<file path="src/hw/rwrb_pkg.sv">
// Package for the runtime wake register block: offsets, layouts, reset values.
// Assumes byte-wide host I/O cycles and a 16-bit I/O address.
package rwrb_pkg;

    // Register offsets within the 16-byte block.
    localparam logic [3:0] OFS_WAKE_SUMMARY = 4'h0;
    localparam logic [3:0] OFS_WAKE_GLOBAL_EN = 4'h1;
    localparam logic [3:0] OFS_WAKE_STATUS_ONE = 4'h2;
    localparam logic [3:0] OFS_WAKE_STATUS_TWO = 4'h3;
    localparam logic [3:0] OFS_WAKE_STATUS_THREE = 4'h4;
    localparam logic [3:0] OFS_WAKE_ENABLE_ONE = 4'h5;
    localparam logic [3:0] OFS_WAKE_ENABLE_TWO = 4'h6;
    localparam logic [3:0] OFS_WAKE_ENABLE_THREE = 4'h7;
    localparam logic [3:0] OFS_MGMT_IRQ_STATUS_ONE = 4'h8;
    localparam logic [3:0] OFS_MGMT_IRQ_STATUS_TWO = 4'h9;
    localparam logic [3:0] OFS_MGMT_IRQ_ENABLE_ONE = 4'ha;
    localparam logic [3:0] OFS_MGMT_IRQ_ENABLE_TWO = 4'hb;
    localparam logic [3:0] OFS_PIN_DATA_ONE = 4'hc;
    localparam logic [3:0] OFS_PIN_DATA_TWO = 4'hd;
    localparam logic [3:0] OFS_PIN_DATA_THREE = 4'he;
    localparam logic [3:0] OFS_PIN_DATA_FOUR = 4'hf;

    // Address decode limits.
    localparam logic [11:0] BASE_MIN = 12'h100;
    localparam logic [3:0] UPPER_ZERO = 4'h0;

    // Reset values and field masks.
    localparam logic [7:0] RST_ZERO = 8'h00;
    localparam logic [7:0] RST_MGMT_STATUS_TWO = 8'h01;
    localparam logic [7:0] MASK_BIT0 = 8'h01;
    localparam logic [7:0] MASK_STATUS_TWO = 8'h7f;
    localparam int PRN_IRQ_BIT = 0;
    localparam int NUM_SOURCES = 24;

    // One byte-wide host I/O cycle.
    typedef struct packed {
        logic [15:0] addr;
        logic [7:0] wdata;
        logic rd;
        logic wr;
    } rwrb_io_req_t;

    // Pin configuration bits for the wake output.
    typedef struct packed {
        logic active_high;
        logic push_pull;
    } rwrb_out_cfg_t;

endpackage

</file>
<file path="src/hw/rwrb_top.sv">
// Runtime wake register block: relocatable 16-byte I/O window and wake logic.
// Assumes i_rst is the standby-rail power-on reset; host-bus reset does not touch it.
// Assumes host cycles arrive as address, data and one-cycle strobes on i_clk_sys.
// Assumes polarity, drive type, base and printer power are set outside this block.
// Functional notes
// - Decode address bits 11:4 against base, require bits 15:12 zero.
// - Base below 0x100 disables all decoding of the block.
// - Reserved bits read as zero.
// - Wake registers reset to zero only on standby power-on reset.
// - Summary flag sets when any status bit and its enable are one.
// - Writing one clears summary flag and releases wake output; zero ignored.
// - Global enable bit zero forbids wake output; one permits it.
// - Status bits set on source events regardless of any enable.
// - Status one bits 0-7 map general pins 10-17.
// - Status two: ring one, ring two, pins 20-24; bit 7 reserved.
// - Status three bits 0-7 map general pins 30-37.
// - Writing one clears a status bit; zero keeps it.
// - Printer irq bit reads one while port unpowered, else follows ack.
// - Registers sit at offsets from the configured block base.
// - Pin wake edge rising by default, falling when polarity inverted.
// - Wake output active low by default; polarity and drive selectable.
// - Wake output asserts only with summary flag and global enable set.
// - Ring indicator assertions (falling edges of the active-low inputs) are wake events setting their status bits.
`timescale 1ns/1ps
`default_nettype none
module rwrb_top (
    // Clock and standby power-on reset.
    input wire logic i_clk_sys,
    input wire logic i_rst,
    // Host I/O cycle and block base.
    input wire rwrb_pkg::rwrb_io_req_t i_io,
    input wire logic [11:0] i_block_base_cfg,
    // Wake sources.
    input wire logic [7:0] i_gen_pin_10,
    input wire logic [4:0] i_gen_pin_20,
    input wire logic [7:0] i_gen_pin_30,
    input wire logic i_ring_indicate_one_n,
    input wire logic i_ring_indicate_two_n,
    input wire logic [20:0] i_pin_polarity_inv,
    // Printer port status inputs.
    input wire logic i_printer_ack_in,
    input wire logic i_printer_port_power,
    // Wake output configuration.
    input wire rwrb_pkg::rwrb_out_cfg_t i_wake_cfg,
    // Host read answer.
    output logic [7:0] o_rdata,
    output logic o_rvalid,
    output logic o_hit,
    // Wake output pin.
    output logic o_wake_event_out,
    output logic o_wake_event_out_oe
);
    import rwrb_pkg::*;

    // Address decode of the current host cycle.
    logic hit;
    logic [3:0] ofs;
    logic wr;

    // One-hot write strobes for the wake registers.
    logic wr_summary;
    logic wr_global_en;
    logic wr_status_one;
    logic wr_status_two;
    logic wr_status_three;
    logic wr_enable_one;
    logic wr_enable_two;
    logic wr_enable_three;

    // Wake source pins in status order, edge selects and edge pulses.
    logic [NUM_SOURCES-1:0] pin_raw;
    logic [NUM_SOURCES-1:0] pin_fall;
    logic [NUM_SOURCES-1:0] edge_evt;

    // Per-source wake status registers.
    logic [7:0] st1;
    logic [7:0] st2;
    logic [7:0] st3;

    // Per-source wake enable registers.
    logic [7:0] en1;
    logic [7:0] en2;
    logic [7:0] en3;

    // Summary flag and global enable.
    logic wake_summary_flag;
    logic wake_global_en;

    // Management status and enable storage.
    logic [7:0] mgmt_st1;
    logic [7:0] mgmt_st2;
    logic [7:0] mgmt_en1;
    logic [7:0] mgmt_en2;

    // Pin data storage.
    logic [7:0] pd1;
    logic [7:0] pd2;
    logic [7:0] pd3;
    logic [7:0] pd4;

    // Printer acknowledge and port power synchronisers.
    logic prn_s1;
    logic prn_s2;
    logic prn_s3;
    logic pwr_s1;
    logic pwr_s2;
    logic pwr_s3;

    // Printer interrupt state, wake gating and read mux.
    logic printer_port_irq;
    logic any_pending;
    logic wake_active;
    logic [7:0] next_rdata;

    // Base bits 3:0 are ignored, so an unaligned base decodes its enclosing window.
    // full 16-bit address qualification
    assign hit = (i_io.addr[15:12] == UPPER_ZERO) && (i_block_base_cfg >= BASE_MIN)
        && (i_io.addr[11:4] == i_block_base_cfg[11:4]);
    assign ofs = i_io.addr[3:0];
    assign wr = hit && i_io.wr;

    // Per-register write strobes; a claimed write at offsets 0-7 selects exactly one.
    assign wr_summary = wr && (ofs == OFS_WAKE_SUMMARY);
    assign wr_global_en = wr && (ofs == OFS_WAKE_GLOBAL_EN);
    assign wr_status_one = wr && (ofs == OFS_WAKE_STATUS_ONE);
    assign wr_status_two = wr && (ofs == OFS_WAKE_STATUS_TWO);
    assign wr_status_three = wr && (ofs == OFS_WAKE_STATUS_THREE);
    assign wr_enable_one = wr && (ofs == OFS_WAKE_ENABLE_ONE);
    assign wr_enable_two = wr && (ofs == OFS_WAKE_ENABLE_TWO);
    assign wr_enable_three = wr && (ofs == OFS_WAKE_ENABLE_THREE);

    // Source order: status one, then status two, then status three.
    // Slot 15 is the reserved bit of status two and never produces an edge.
    // ring inputs inverted, active low
    assign pin_raw = {i_gen_pin_30, 1'b0, i_gen_pin_20, ~i_ring_indicate_two_n,
        ~i_ring_indicate_one_n, i_gen_pin_10};
    assign pin_fall = {i_pin_polarity_inv[20:13], 1'b0, i_pin_polarity_inv[12:8],
        1'b0, 1'b0, i_pin_polarity_inv[7:0]};

    // A level must be sampled on two clocks to be seen; shorter glitches may be lost.
    // each input synchronised then edge detected
    genvar gi;
    generate
        for (gi = 0; gi < NUM_SOURCES; gi++) begin : g_src
            rwrb_sync_edge u_se (
                .i_clk_sys(i_clk_sys),
                .i_rst(i_rst),
                .i_pin(pin_raw[gi]),
                .i_falling(pin_fall[gi]),
                .o_edge(edge_evt[gi])
            );
        end
    endgenerate

    rwrb_wake_bank #(.VALID_MASK(8'hff)) u_bank1 (
        .i_clk_sys(i_clk_sys),
        .i_rst(i_rst),
        .i_event(edge_evt[7:0]),
        .i_wr_status(wr_status_one),
        .i_wr_enable(wr_enable_one),
        .i_wdata(i_io.wdata),
        .o_status(st1),
        .o_enable(en1)
    );

    // rings and pins 20-24, bit 7 reserved
    rwrb_wake_bank #(.VALID_MASK(MASK_STATUS_TWO)) u_bank2 (
        .i_clk_sys(i_clk_sys),
        .i_rst(i_rst),
        .i_event(edge_evt[15:8]),
        .i_wr_status(wr_status_two),
        .i_wr_enable(wr_enable_two),
        .i_wdata(i_io.wdata),
        .o_status(st2),
        .o_enable(en2)
    );

    rwrb_wake_bank #(.VALID_MASK(8'hff)) u_bank3 (
        .i_clk_sys(i_clk_sys),
        .i_rst(i_rst),
        .i_event(edge_evt[23:16]),
        .i_wr_status(wr_status_three),
        .i_wr_enable(wr_enable_three),
        .i_wdata(i_io.wdata),
        .o_status(st3),
        .o_enable(en3)
    );

    // Any source with both status and enable set.
    assign any_pending = |{st1 & en1, st2 & en2, st3 & en3};

    // Set has priority, so a clear written while a source is pending is lost.
    // Software clears the status bits first, then the summary flag.
    // summary set independent of global enable
    // write one clears, pending set wins
    always_ff @(posedge i_clk_sys or posedge i_rst) begin
        if (i_rst) begin
            wake_summary_flag <= 1'b0;
        end else if (any_pending) begin
            wake_summary_flag <= 1'b1;
        end else if (wr_summary && i_io.wdata[0]) begin
            wake_summary_flag <= 1'b0;
        end
    end

    // Global enable register.
    // Only bit 0 is stored; the reserved bits read back as zero.
    always_ff @(posedge i_clk_sys or posedge i_rst) begin
        if (i_rst) begin
            wake_global_en <= 1'b0;
        end else if (wr_global_en) begin
            wake_global_en <= i_io.wdata[0];
        end
    end

    // Management and pin data registers, plain storage here.
    // Their bit meanings lie outside this block, so all eight bits are kept.
    // Bit 0 of management status two is replaced on read by the printer state.
    always_ff @(posedge i_clk_sys or posedge i_rst) begin
        if (i_rst) begin
            mgmt_st1 <= RST_ZERO;
            mgmt_st2 <= RST_MGMT_STATUS_TWO;
            mgmt_en1 <= RST_ZERO;
            mgmt_en2 <= RST_ZERO;
            pd1 <= RST_ZERO;
            pd2 <= RST_ZERO;
            pd3 <= RST_ZERO;
            pd4 <= RST_ZERO;
        end else if (wr) begin
            case (ofs)
                OFS_MGMT_IRQ_STATUS_ONE: mgmt_st1 <= i_io.wdata;
                OFS_MGMT_IRQ_STATUS_TWO: mgmt_st2 <= i_io.wdata;
                OFS_MGMT_IRQ_ENABLE_ONE: mgmt_en1 <= i_io.wdata;
                OFS_MGMT_IRQ_ENABLE_TWO: mgmt_en2 <= i_io.wdata;
                OFS_PIN_DATA_ONE: pd1 <= i_io.wdata;
                OFS_PIN_DATA_TWO: pd2 <= i_io.wdata;
                OFS_PIN_DATA_THREE: pd3 <= i_io.wdata;
                OFS_PIN_DATA_FOUR: pd4 <= i_io.wdata;
                default: ;
            endcase
        end
    end

    // Printer inputs come from pins and pass three flops.
    // Power settles once its last two flops agree; acknowledge is taken only while both its pair and the power pair agree.
    always_ff @(posedge i_clk_sys or posedge i_rst) begin
        if (i_rst) begin
            prn_s1 <= 1'b0;
            prn_s2 <= 1'b0;
            prn_s3 <= 1'b0;
            pwr_s1 <= 1'b0;
            pwr_s2 <= 1'b0;
            pwr_s3 <= 1'b0;
        end else begin
            prn_s1 <= i_printer_ack_in;
            prn_s2 <= prn_s1;
            prn_s3 <= prn_s2;
            pwr_s1 <= i_printer_port_power;
            pwr_s2 <= pwr_s1;
            pwr_s3 <= pwr_s2;
        end
    end

    // A value is taken only when the last two flops agree, which hides metastable samples.
    // one while unpowered, else ack
    always_ff @(posedge i_clk_sys or posedge i_rst) begin
        if (i_rst) begin
            printer_port_irq <= 1'b1;
        end else if (pwr_s2 == pwr_s3) begin
            printer_port_irq <= pwr_s3 ? ((prn_s2 == prn_s3) ? prn_s3 : printer_port_irq) : 1'b1;
        end
    end

    // Read mux for the claimed offset; the default branch returns zero.
    // reserved bits read zero
    always_comb begin
        next_rdata = RST_ZERO;
        case (ofs)
            OFS_WAKE_SUMMARY: next_rdata = {7'h00, wake_summary_flag} & MASK_BIT0;
            OFS_WAKE_GLOBAL_EN: next_rdata = {7'h00, wake_global_en} & MASK_BIT0;
            OFS_WAKE_STATUS_ONE: next_rdata = st1;
            OFS_WAKE_STATUS_TWO: next_rdata = st2 & MASK_STATUS_TWO;
            OFS_WAKE_STATUS_THREE: next_rdata = st3;
            OFS_WAKE_ENABLE_ONE: next_rdata = en1;
            OFS_WAKE_ENABLE_TWO: next_rdata = en2 & MASK_STATUS_TWO;
            OFS_WAKE_ENABLE_THREE: next_rdata = en3;
            OFS_MGMT_IRQ_STATUS_ONE: next_rdata = mgmt_st1;
            OFS_MGMT_IRQ_STATUS_TWO: begin
                next_rdata = mgmt_st2;
                next_rdata[PRN_IRQ_BIT] = printer_port_irq;
            end
            OFS_MGMT_IRQ_ENABLE_ONE: next_rdata = mgmt_en1;
            OFS_MGMT_IRQ_ENABLE_TWO: next_rdata = mgmt_en2;
            OFS_PIN_DATA_ONE: next_rdata = pd1;
            OFS_PIN_DATA_TWO: next_rdata = pd2;
            OFS_PIN_DATA_THREE: next_rdata = pd3;
            OFS_PIN_DATA_FOUR: next_rdata = pd4;
            default: next_rdata = RST_ZERO;
        endcase
    end

    // Read answer one cycle after the strobe; zero when not claimed.
    // Zero data outside a claimed read lets several answers share one host path.
    // The hit pulse also follows writes, so the host sees that the cycle was claimed.
    always_ff @(posedge i_clk_sys or posedge i_rst) begin
        if (i_rst) begin
            o_rdata <= RST_ZERO;
            o_rvalid <= 1'b0;
            o_hit <= 1'b0;
        end else begin
            o_rdata <= (hit && i_io.rd) ? next_rdata : RST_ZERO;
            o_rvalid <= hit && i_io.rd;
            o_hit <= hit && (i_io.rd || i_io.wr);
        end
    end

    // The sticky summary keeps the pin asserted until software clears it.
    // global enable gates output
    assign wake_active = wake_global_en && wake_summary_flag;

    // Open drain drives only a low level; during reset the pin is released.
    // The chipset pull-up then sets the idle level of the line.
    // active low default, selectable polarity and drive
    always_ff @(posedge i_clk_sys or posedge i_rst) begin
        if (i_rst) begin
            o_wake_event_out <= 1'b0;
            o_wake_event_out_oe <= 1'b0;
        end else begin
            o_wake_event_out <= i_wake_cfg.active_high ? wake_active : ~wake_active;
            o_wake_event_out_oe <= i_wake_cfg.push_pull ||
                (i_wake_cfg.active_high ? ~wake_active : wake_active);
        end
    end
endmodule
`default_nettype wire

</file>
<file path="src/hw/rwrb_sync_edge.sv">
// Three-flop synchroniser with edge detection for one wake source pin.
// Assumes the pin is asynchronous to i_clk_sys.
`timescale 1ns/1ps
`default_nettype none
module rwrb_sync_edge (
    // Clock and reset.
    input wire logic i_clk_sys,
    input wire logic i_rst,
    // Pin and edge select.
    input wire logic i_pin,
    input wire logic i_falling,
    // Edge pulse.
    output logic o_edge
);
    import rwrb_pkg::*;

    logic s1;
    logic s2;
    logic s3;
    logic lvl;

    // Pin passes three flops; the last two are compared for a settled level.
    always_ff @(posedge i_clk_sys or posedge i_rst) begin
        if (i_rst) begin
            s1 <= 1'b0;
            s2 <= 1'b0;
            s3 <= 1'b0;
        end else begin
            s1 <= i_pin;
            s2 <= s1;
            s3 <= s2;
        end
    end

    // Last accepted level; it moves only once the last two flops agree.
    always_ff @(posedge i_clk_sys or posedge i_rst) begin
        if (i_rst) begin
            lvl <= 1'b0;
        end else if (s2 == s3) begin
            lvl <= s3;
        end
    end

    // Selected edge only, one cycle wide: a settled level that differs from the last one.
    assign o_edge = (s2 == s3) && (s3 != lvl) && (i_falling ? ~s3 : s3);
endmodule
`default_nettype wire

</file>
<file path="src/hw/rwrb_wake_bank.sv">
// One 8-bit wake status register with its enable register.
// Assumes edge pulses are already synchronous and one cycle wide.
`timescale 1ns/1ps
`default_nettype none
module rwrb_wake_bank #(
    parameter logic [7:0] VALID_MASK = 8'hff
) (
    // Clock and standby reset.
    input wire logic i_clk_sys,
    input wire logic i_rst,
    // Events and host writes.
    input wire logic [7:0] i_event,
    input wire logic i_wr_status,
    input wire logic i_wr_enable,
    input wire logic [7:0] i_wdata,
    // Register contents.
    output logic [7:0] o_status,
    output logic [7:0] o_enable
);
    import rwrb_pkg::*;

    logic [7:0] clr;

    assign clr = i_wr_status ? i_wdata : RST_ZERO;

    always_ff @(posedge i_clk_sys or posedge i_rst) begin
        if (i_rst) begin
            o_status <= RST_ZERO;
        end else begin
            o_status <= ((o_status & ~clr) | i_event) & VALID_MASK;
        end
    end

    // Enable bits are plain read/write; reserved bits stay zero.
    always_ff @(posedge i_clk_sys or posedge i_rst) begin
        if (i_rst) begin
            o_enable <= RST_ZERO;
        end else if (i_wr_enable) begin
            o_enable <= i_wdata & VALID_MASK;
        end
    end
endmodule
`default_nettype wire

</file>
<file path="config.mk">
export PLATFORM = sky130hd
export DESIGN_NAME = rwrb_top
export DESIGN_NICKNAME = d
export VERILOG_FILES = /design/src/hw/rwrb_pkg.sv /design/src/hw/rwrb_top.sv /design/src/hw/rwrb_sync_edge.sv /design/src/hw/rwrb_wake_bank.sv
export SDC_FILE = /design/constraint.sdc
export NUM_CORES = 1
export LEC_CHECK = 0
export BUFFER_PORTS_ARGS = -buffer_cell sky130_fd_sc_hd__buf_2
export CAP_MARGIN = 20
export CORE_ASPECT_RATIO = 1.75
export CORE_UTILIZATION = 40
export DETAILED_ROUTE_END_ITERATION = 6
export SLEW_MARGIN = 20
export SYNTH_ARGS = -nofsm -noshare
export SYNTH_HDL_FRONTEND = slang
export SYNTH_SLANG_ARGS = --single-unit
</file>
<file path="constraint.sdc">
create_clock -name i_clk_sys -period 22.5 [get_ports i_clk_sys]
set_input_delay 6.75 -clock i_clk_sys [delete_from_list [all_inputs] [get_ports i_clk_sys]]
set_output_delay 6.75 -clock i_clk_sys [all_outputs]
set_load 0.02 [all_outputs]
</file>
==> impl_metrics.tcl <==
set metrics [dict create \
    place_inst 1090 \
    die_x_um 116.6 \
    final_util 0.4696 \
    post_cts_buffers 0 \
    die_h_um 202.5 \
    ys_types 53 \
    antenna_cells 0 \
    start_util 0.4057 \
    cp_slowest_cell "nand2b_1" \
    pwr-share-clk 0.431 \
    ir_drop_v 0.00006698 \
    intPower_mw 0.6298 \
    cp_cell_sequence "buf_2, nand2b_1, nor2_1, a221oi_1, o32a_1, a21oi_1" \
    synth_nets 809 \
    first_iter_violations 329 \
    final_cells 1127 \
    worst_pin_slew_ns 0.9179 \
    relSlewSlack 0.3881 \
    clkSinkCount 222 \
    whs_ns 0.3456 \
    path_max_fanout 36 \
    final_cell_area_sq_mm 0.01064 \
    core-area_sq_mm 0.02265 \
    cap_violations 0 \
    finalSetupViolCount 0 \
    p_seq_frac 0.508 \
    cp.required_ns 22.92 \
    place_hpwl_mm 16.37 \
    powerDensity_mw_per_mm2 77.60 \
    rsz0062_at_grt "false" \
    min-delay-start "g_src[7].u_se.s1$_DFF_PP0_" \
    drive_gt1_frac 0.2890 \
    drcViolationCount 0 \
    finalClockSkew_ns 0.01205 \
    grt_max_degree 79 \
    synthTopCellsByArea "dfrtp_1 (60%), mux2_2 (11%), nand3_1 (3.4%), maj3_1 (2.4%), nor2_1 (2.1%)" \
    netlist_area_sq_mm 0.009189 \
    synth_ff_type "dfrtp_1" \
    root_buffer "clkbuf_16" \
    synth_largest_area_cell "dfrtp_1" \
    power_frac_comb 0.061 \
    cp_data_arrival_time_ns 9.30 \
    grt.overflow.total 0 \
    antenna_found_initial 0 \
    report.final.hold_viol_count 0 \
    period_share 0.3946 \
    synth_edf_count 0 \
    hold_buffers 0 \
    critPathBufInv 1 \
    dr.pass1.iters 5 \
    wl_mm 23.02 \
    insertion_delay_ns 0.52 \
    syn_avg_cell_area_sq_um 12.74 \
    r2r_end "o_rdata[0]$_DFF_PP0_" \
    rrSetupSlack_ns 20.74 \
    crit_type "in -> reg" \
    holdPathStages 0 \
    via_per_inst 5.531 \
    p_leak_nw 4.719 \
    cts_tree "built" \
    whs_endpoint "g_src[7].u_se.s2$_DFF_PP0_" \
    placementRows 73 \
    p_switching_mw 0.1956 \
    fmax_mhz 112.6 \
    postRouteAntennaNets 0 \
    cp-end-kind "flip-flop" \
    reg2reg_from "pd2[0]$_DFFE_PP0P_" \
    place_area_sq_mm 0.009960 \
    netlist_instances 721 \
    cp_top_family "simple AND/OR/NAND/NOR gates" \
    clk_pin_slew_ns 0.07 \
    h-tree-depth 1 \
    io-pin-count 100 \
    yosysSeqAreaShare 0.6047 \
    fin_nets 901 \
    grt_pass1_vias 6494 \
    synth_top_area_share 0.6019 \
    routedWlPerCell_um 20.43 \
    clockBufferDepth 3 \
    n_fill_cell 2181 \
    die_area_sq_mm 0.02361 \
    gp_congestion 0.8814 \
    port-buffer-count 95 \
    hp-class "reg -> reg" \
    drv_slew 0 \
    grt_pass1_wl_mm 37.02 \
    ys_warn_count 0 \
    synthArstFlopShare 1.000 \
    numCtsBuffers 21 \
    switching_share 0.2370 \
    setup_tns_ns 0 \
    critPathMaxStageDelay_ns 0.63 \
    area_growth_syn_to_layout_pct 15.75 \
    ys_ff_latch 222 \
    outcome "finished, final reports clean" \
    vias 6233 \
    start_kind "input port" \
    ff2ff_path_depth 4 \
    period_minus_slack_ns 8.878 \
    track_usage 0.2103 \
    cts-resized-gates 0 \
]
-- layer usage --
| metal | GRT usage | part of all wire | vias to the layer above | wire length [um] |
|---|---|---|---|---|
| met5 | 0 | 0 | - | 0 |
| met4 | 0.1311 | 0.064 | 0 | 1471 |
| met3 | 0.03075 | 0.047 | 74 | 1079 |
| met2 | 0.3582 | 0.52 | 192 | 11890 |
| met1 | 0.2447 | 0.37 | 3122 | 8585 |
| li1 | - | - | 2845 | - |
-- cell type report --
cell class	count	area, sq um	share of cell area
Tap cell	300	375.4	0.03529
Timing Repair Buffer	100	513.0	0.04823
Sequential cell	222	5557	0.5224
Clock buffer	27	568.0	0.05341
Clock inverter	10	108.9	0.01023
Multi-Input combinational cell	463	3488	0.3280
Inverter	5	26.28	0.002470
-- Yosys cell counts, types with 2 or more instances --
cell / n
buf_1: 4
o31ai_1: 10
o21a_1: 2
nor2b_1: 11
nor3_1: 9
o311ai_0: 7
a32o_1: 3
nand2_1: 32
dfrtp_1: 221
o221ai_1: 2
a32oi_1: 3
nor4_4: 3
clkbuf_1: 25
nand4_1: 5
nor4_1: 6
nor2_1: 52
a21oi_1: 17
nand3_1: 62
nand2b_1: 5
o32ai_1: 2
a31oi_1: 3
a22oi_1: 24
maj3_1: 22
a221oi_1: 9
nand3b_1: 2
inv_1: 5
nor3_4: 9
mux2_1: 3
o21ai_0: 21
a222oi_1: 2
o32a_1: 3
or3_1: 2
mux2i_1: 10
nor3b_1: 2
and2_1: 3
mux2_2: 88
and3_1: 2
a2111oi_0: 3
a22o_1: 5
xor2_1: 9
-- logic make-up after synthesis --
| logic type | synth area share |
|---|---|
| simple gates | 0.1281 |
| compound gates | 0.09409 |
| buf+inv | 0.01566 |
| flops | 0.6047 |
| mux | 0.1249 |
| xor+xnor | 0.008579 |
| fa+ha+maj | 0.02397 |
-- state kept, by name, summed over array words and instances (netlist names), 23 cells and up --
signal,cells
g_src.u_se.lvl,23
g_src.u_se.s1,23
g_src.u_se.s2,23
g_src.u_se.s3,23
-- placed cells by master (no fill, tap or decap), types with 4 or more instances in the layout --
master / count
a22o_1: 5
nor2_1: 52
mux2i_1: 10
clkinv_2: 5
buf_2: 95
nor3_4: 9
nand2b_1: 5
clkbuf_16: 21
xor2_1: 9
nand3_1: 62
clkbuf_1: 4
dfrtp_1: 221
nor2b_1: 11
mux2_2: 88
inv_1: 4
a21oi_1: 17
buf_4: 5
nor3_1: 9
a221oi_1: 9
a22oi_1: 24
maj3_1: 22
nand2_1: 32
o31ai_1: 10
o21ai_0: 21
o311ai_0: 7
nor4_1: 6
nand4_1: 5
-- per-stage QoR --
stage	power, mW	setup WS (ns)
after floorplan	0.4562	9.674
after detailed placement	0.4779	13.17
final	0.8254	13.62
after global placement	0.4765	13.13
after CTS	0.8365	13.71
after global routing	0.8561	13.56
-- worst max path at each step --
stage	start	endpoint	slack, ns	depth (start not counted)
after CTS	i_io[11]	u_bank1.o_status[2]$_DFF_PP0_	13.71	6
after global placement	i_io[11]	u_bank1.o_status[2]$_DFF_PP0_	13.13	6
after floorplan	i_rst	g_src[0].u_se.lvl$_DFFE_PP0P_	9.67	1
final	i_io[11]	o_rdata[2]$_DFF_PP0_	13.62	6
after global routing	i_io[11]	u_bank1.o_status[2]$_DFF_PP0_	13.56	6
after detailed placement	i_io[11]	u_bank1.o_status[6]$_DFF_PP0_	13.17	6
-- power by group through the flow --
stage | Clock (mW) | Combinational (mW) | Sequential (mW)
after floorplan | 0 | 0.0311 | 0.425
after detailed placement | 0 | 0.0511 | 0.427
final | 0.355 | 0.0506 | 0.419
after global routing | 0.379 | 0.0563 | 0.421
after CTS | 0.366 | 0.0513 | 0.419
after global placement | 0 | 0.0505 | 0.426
No activity file was read; power rests on OpenSTA's default activity.
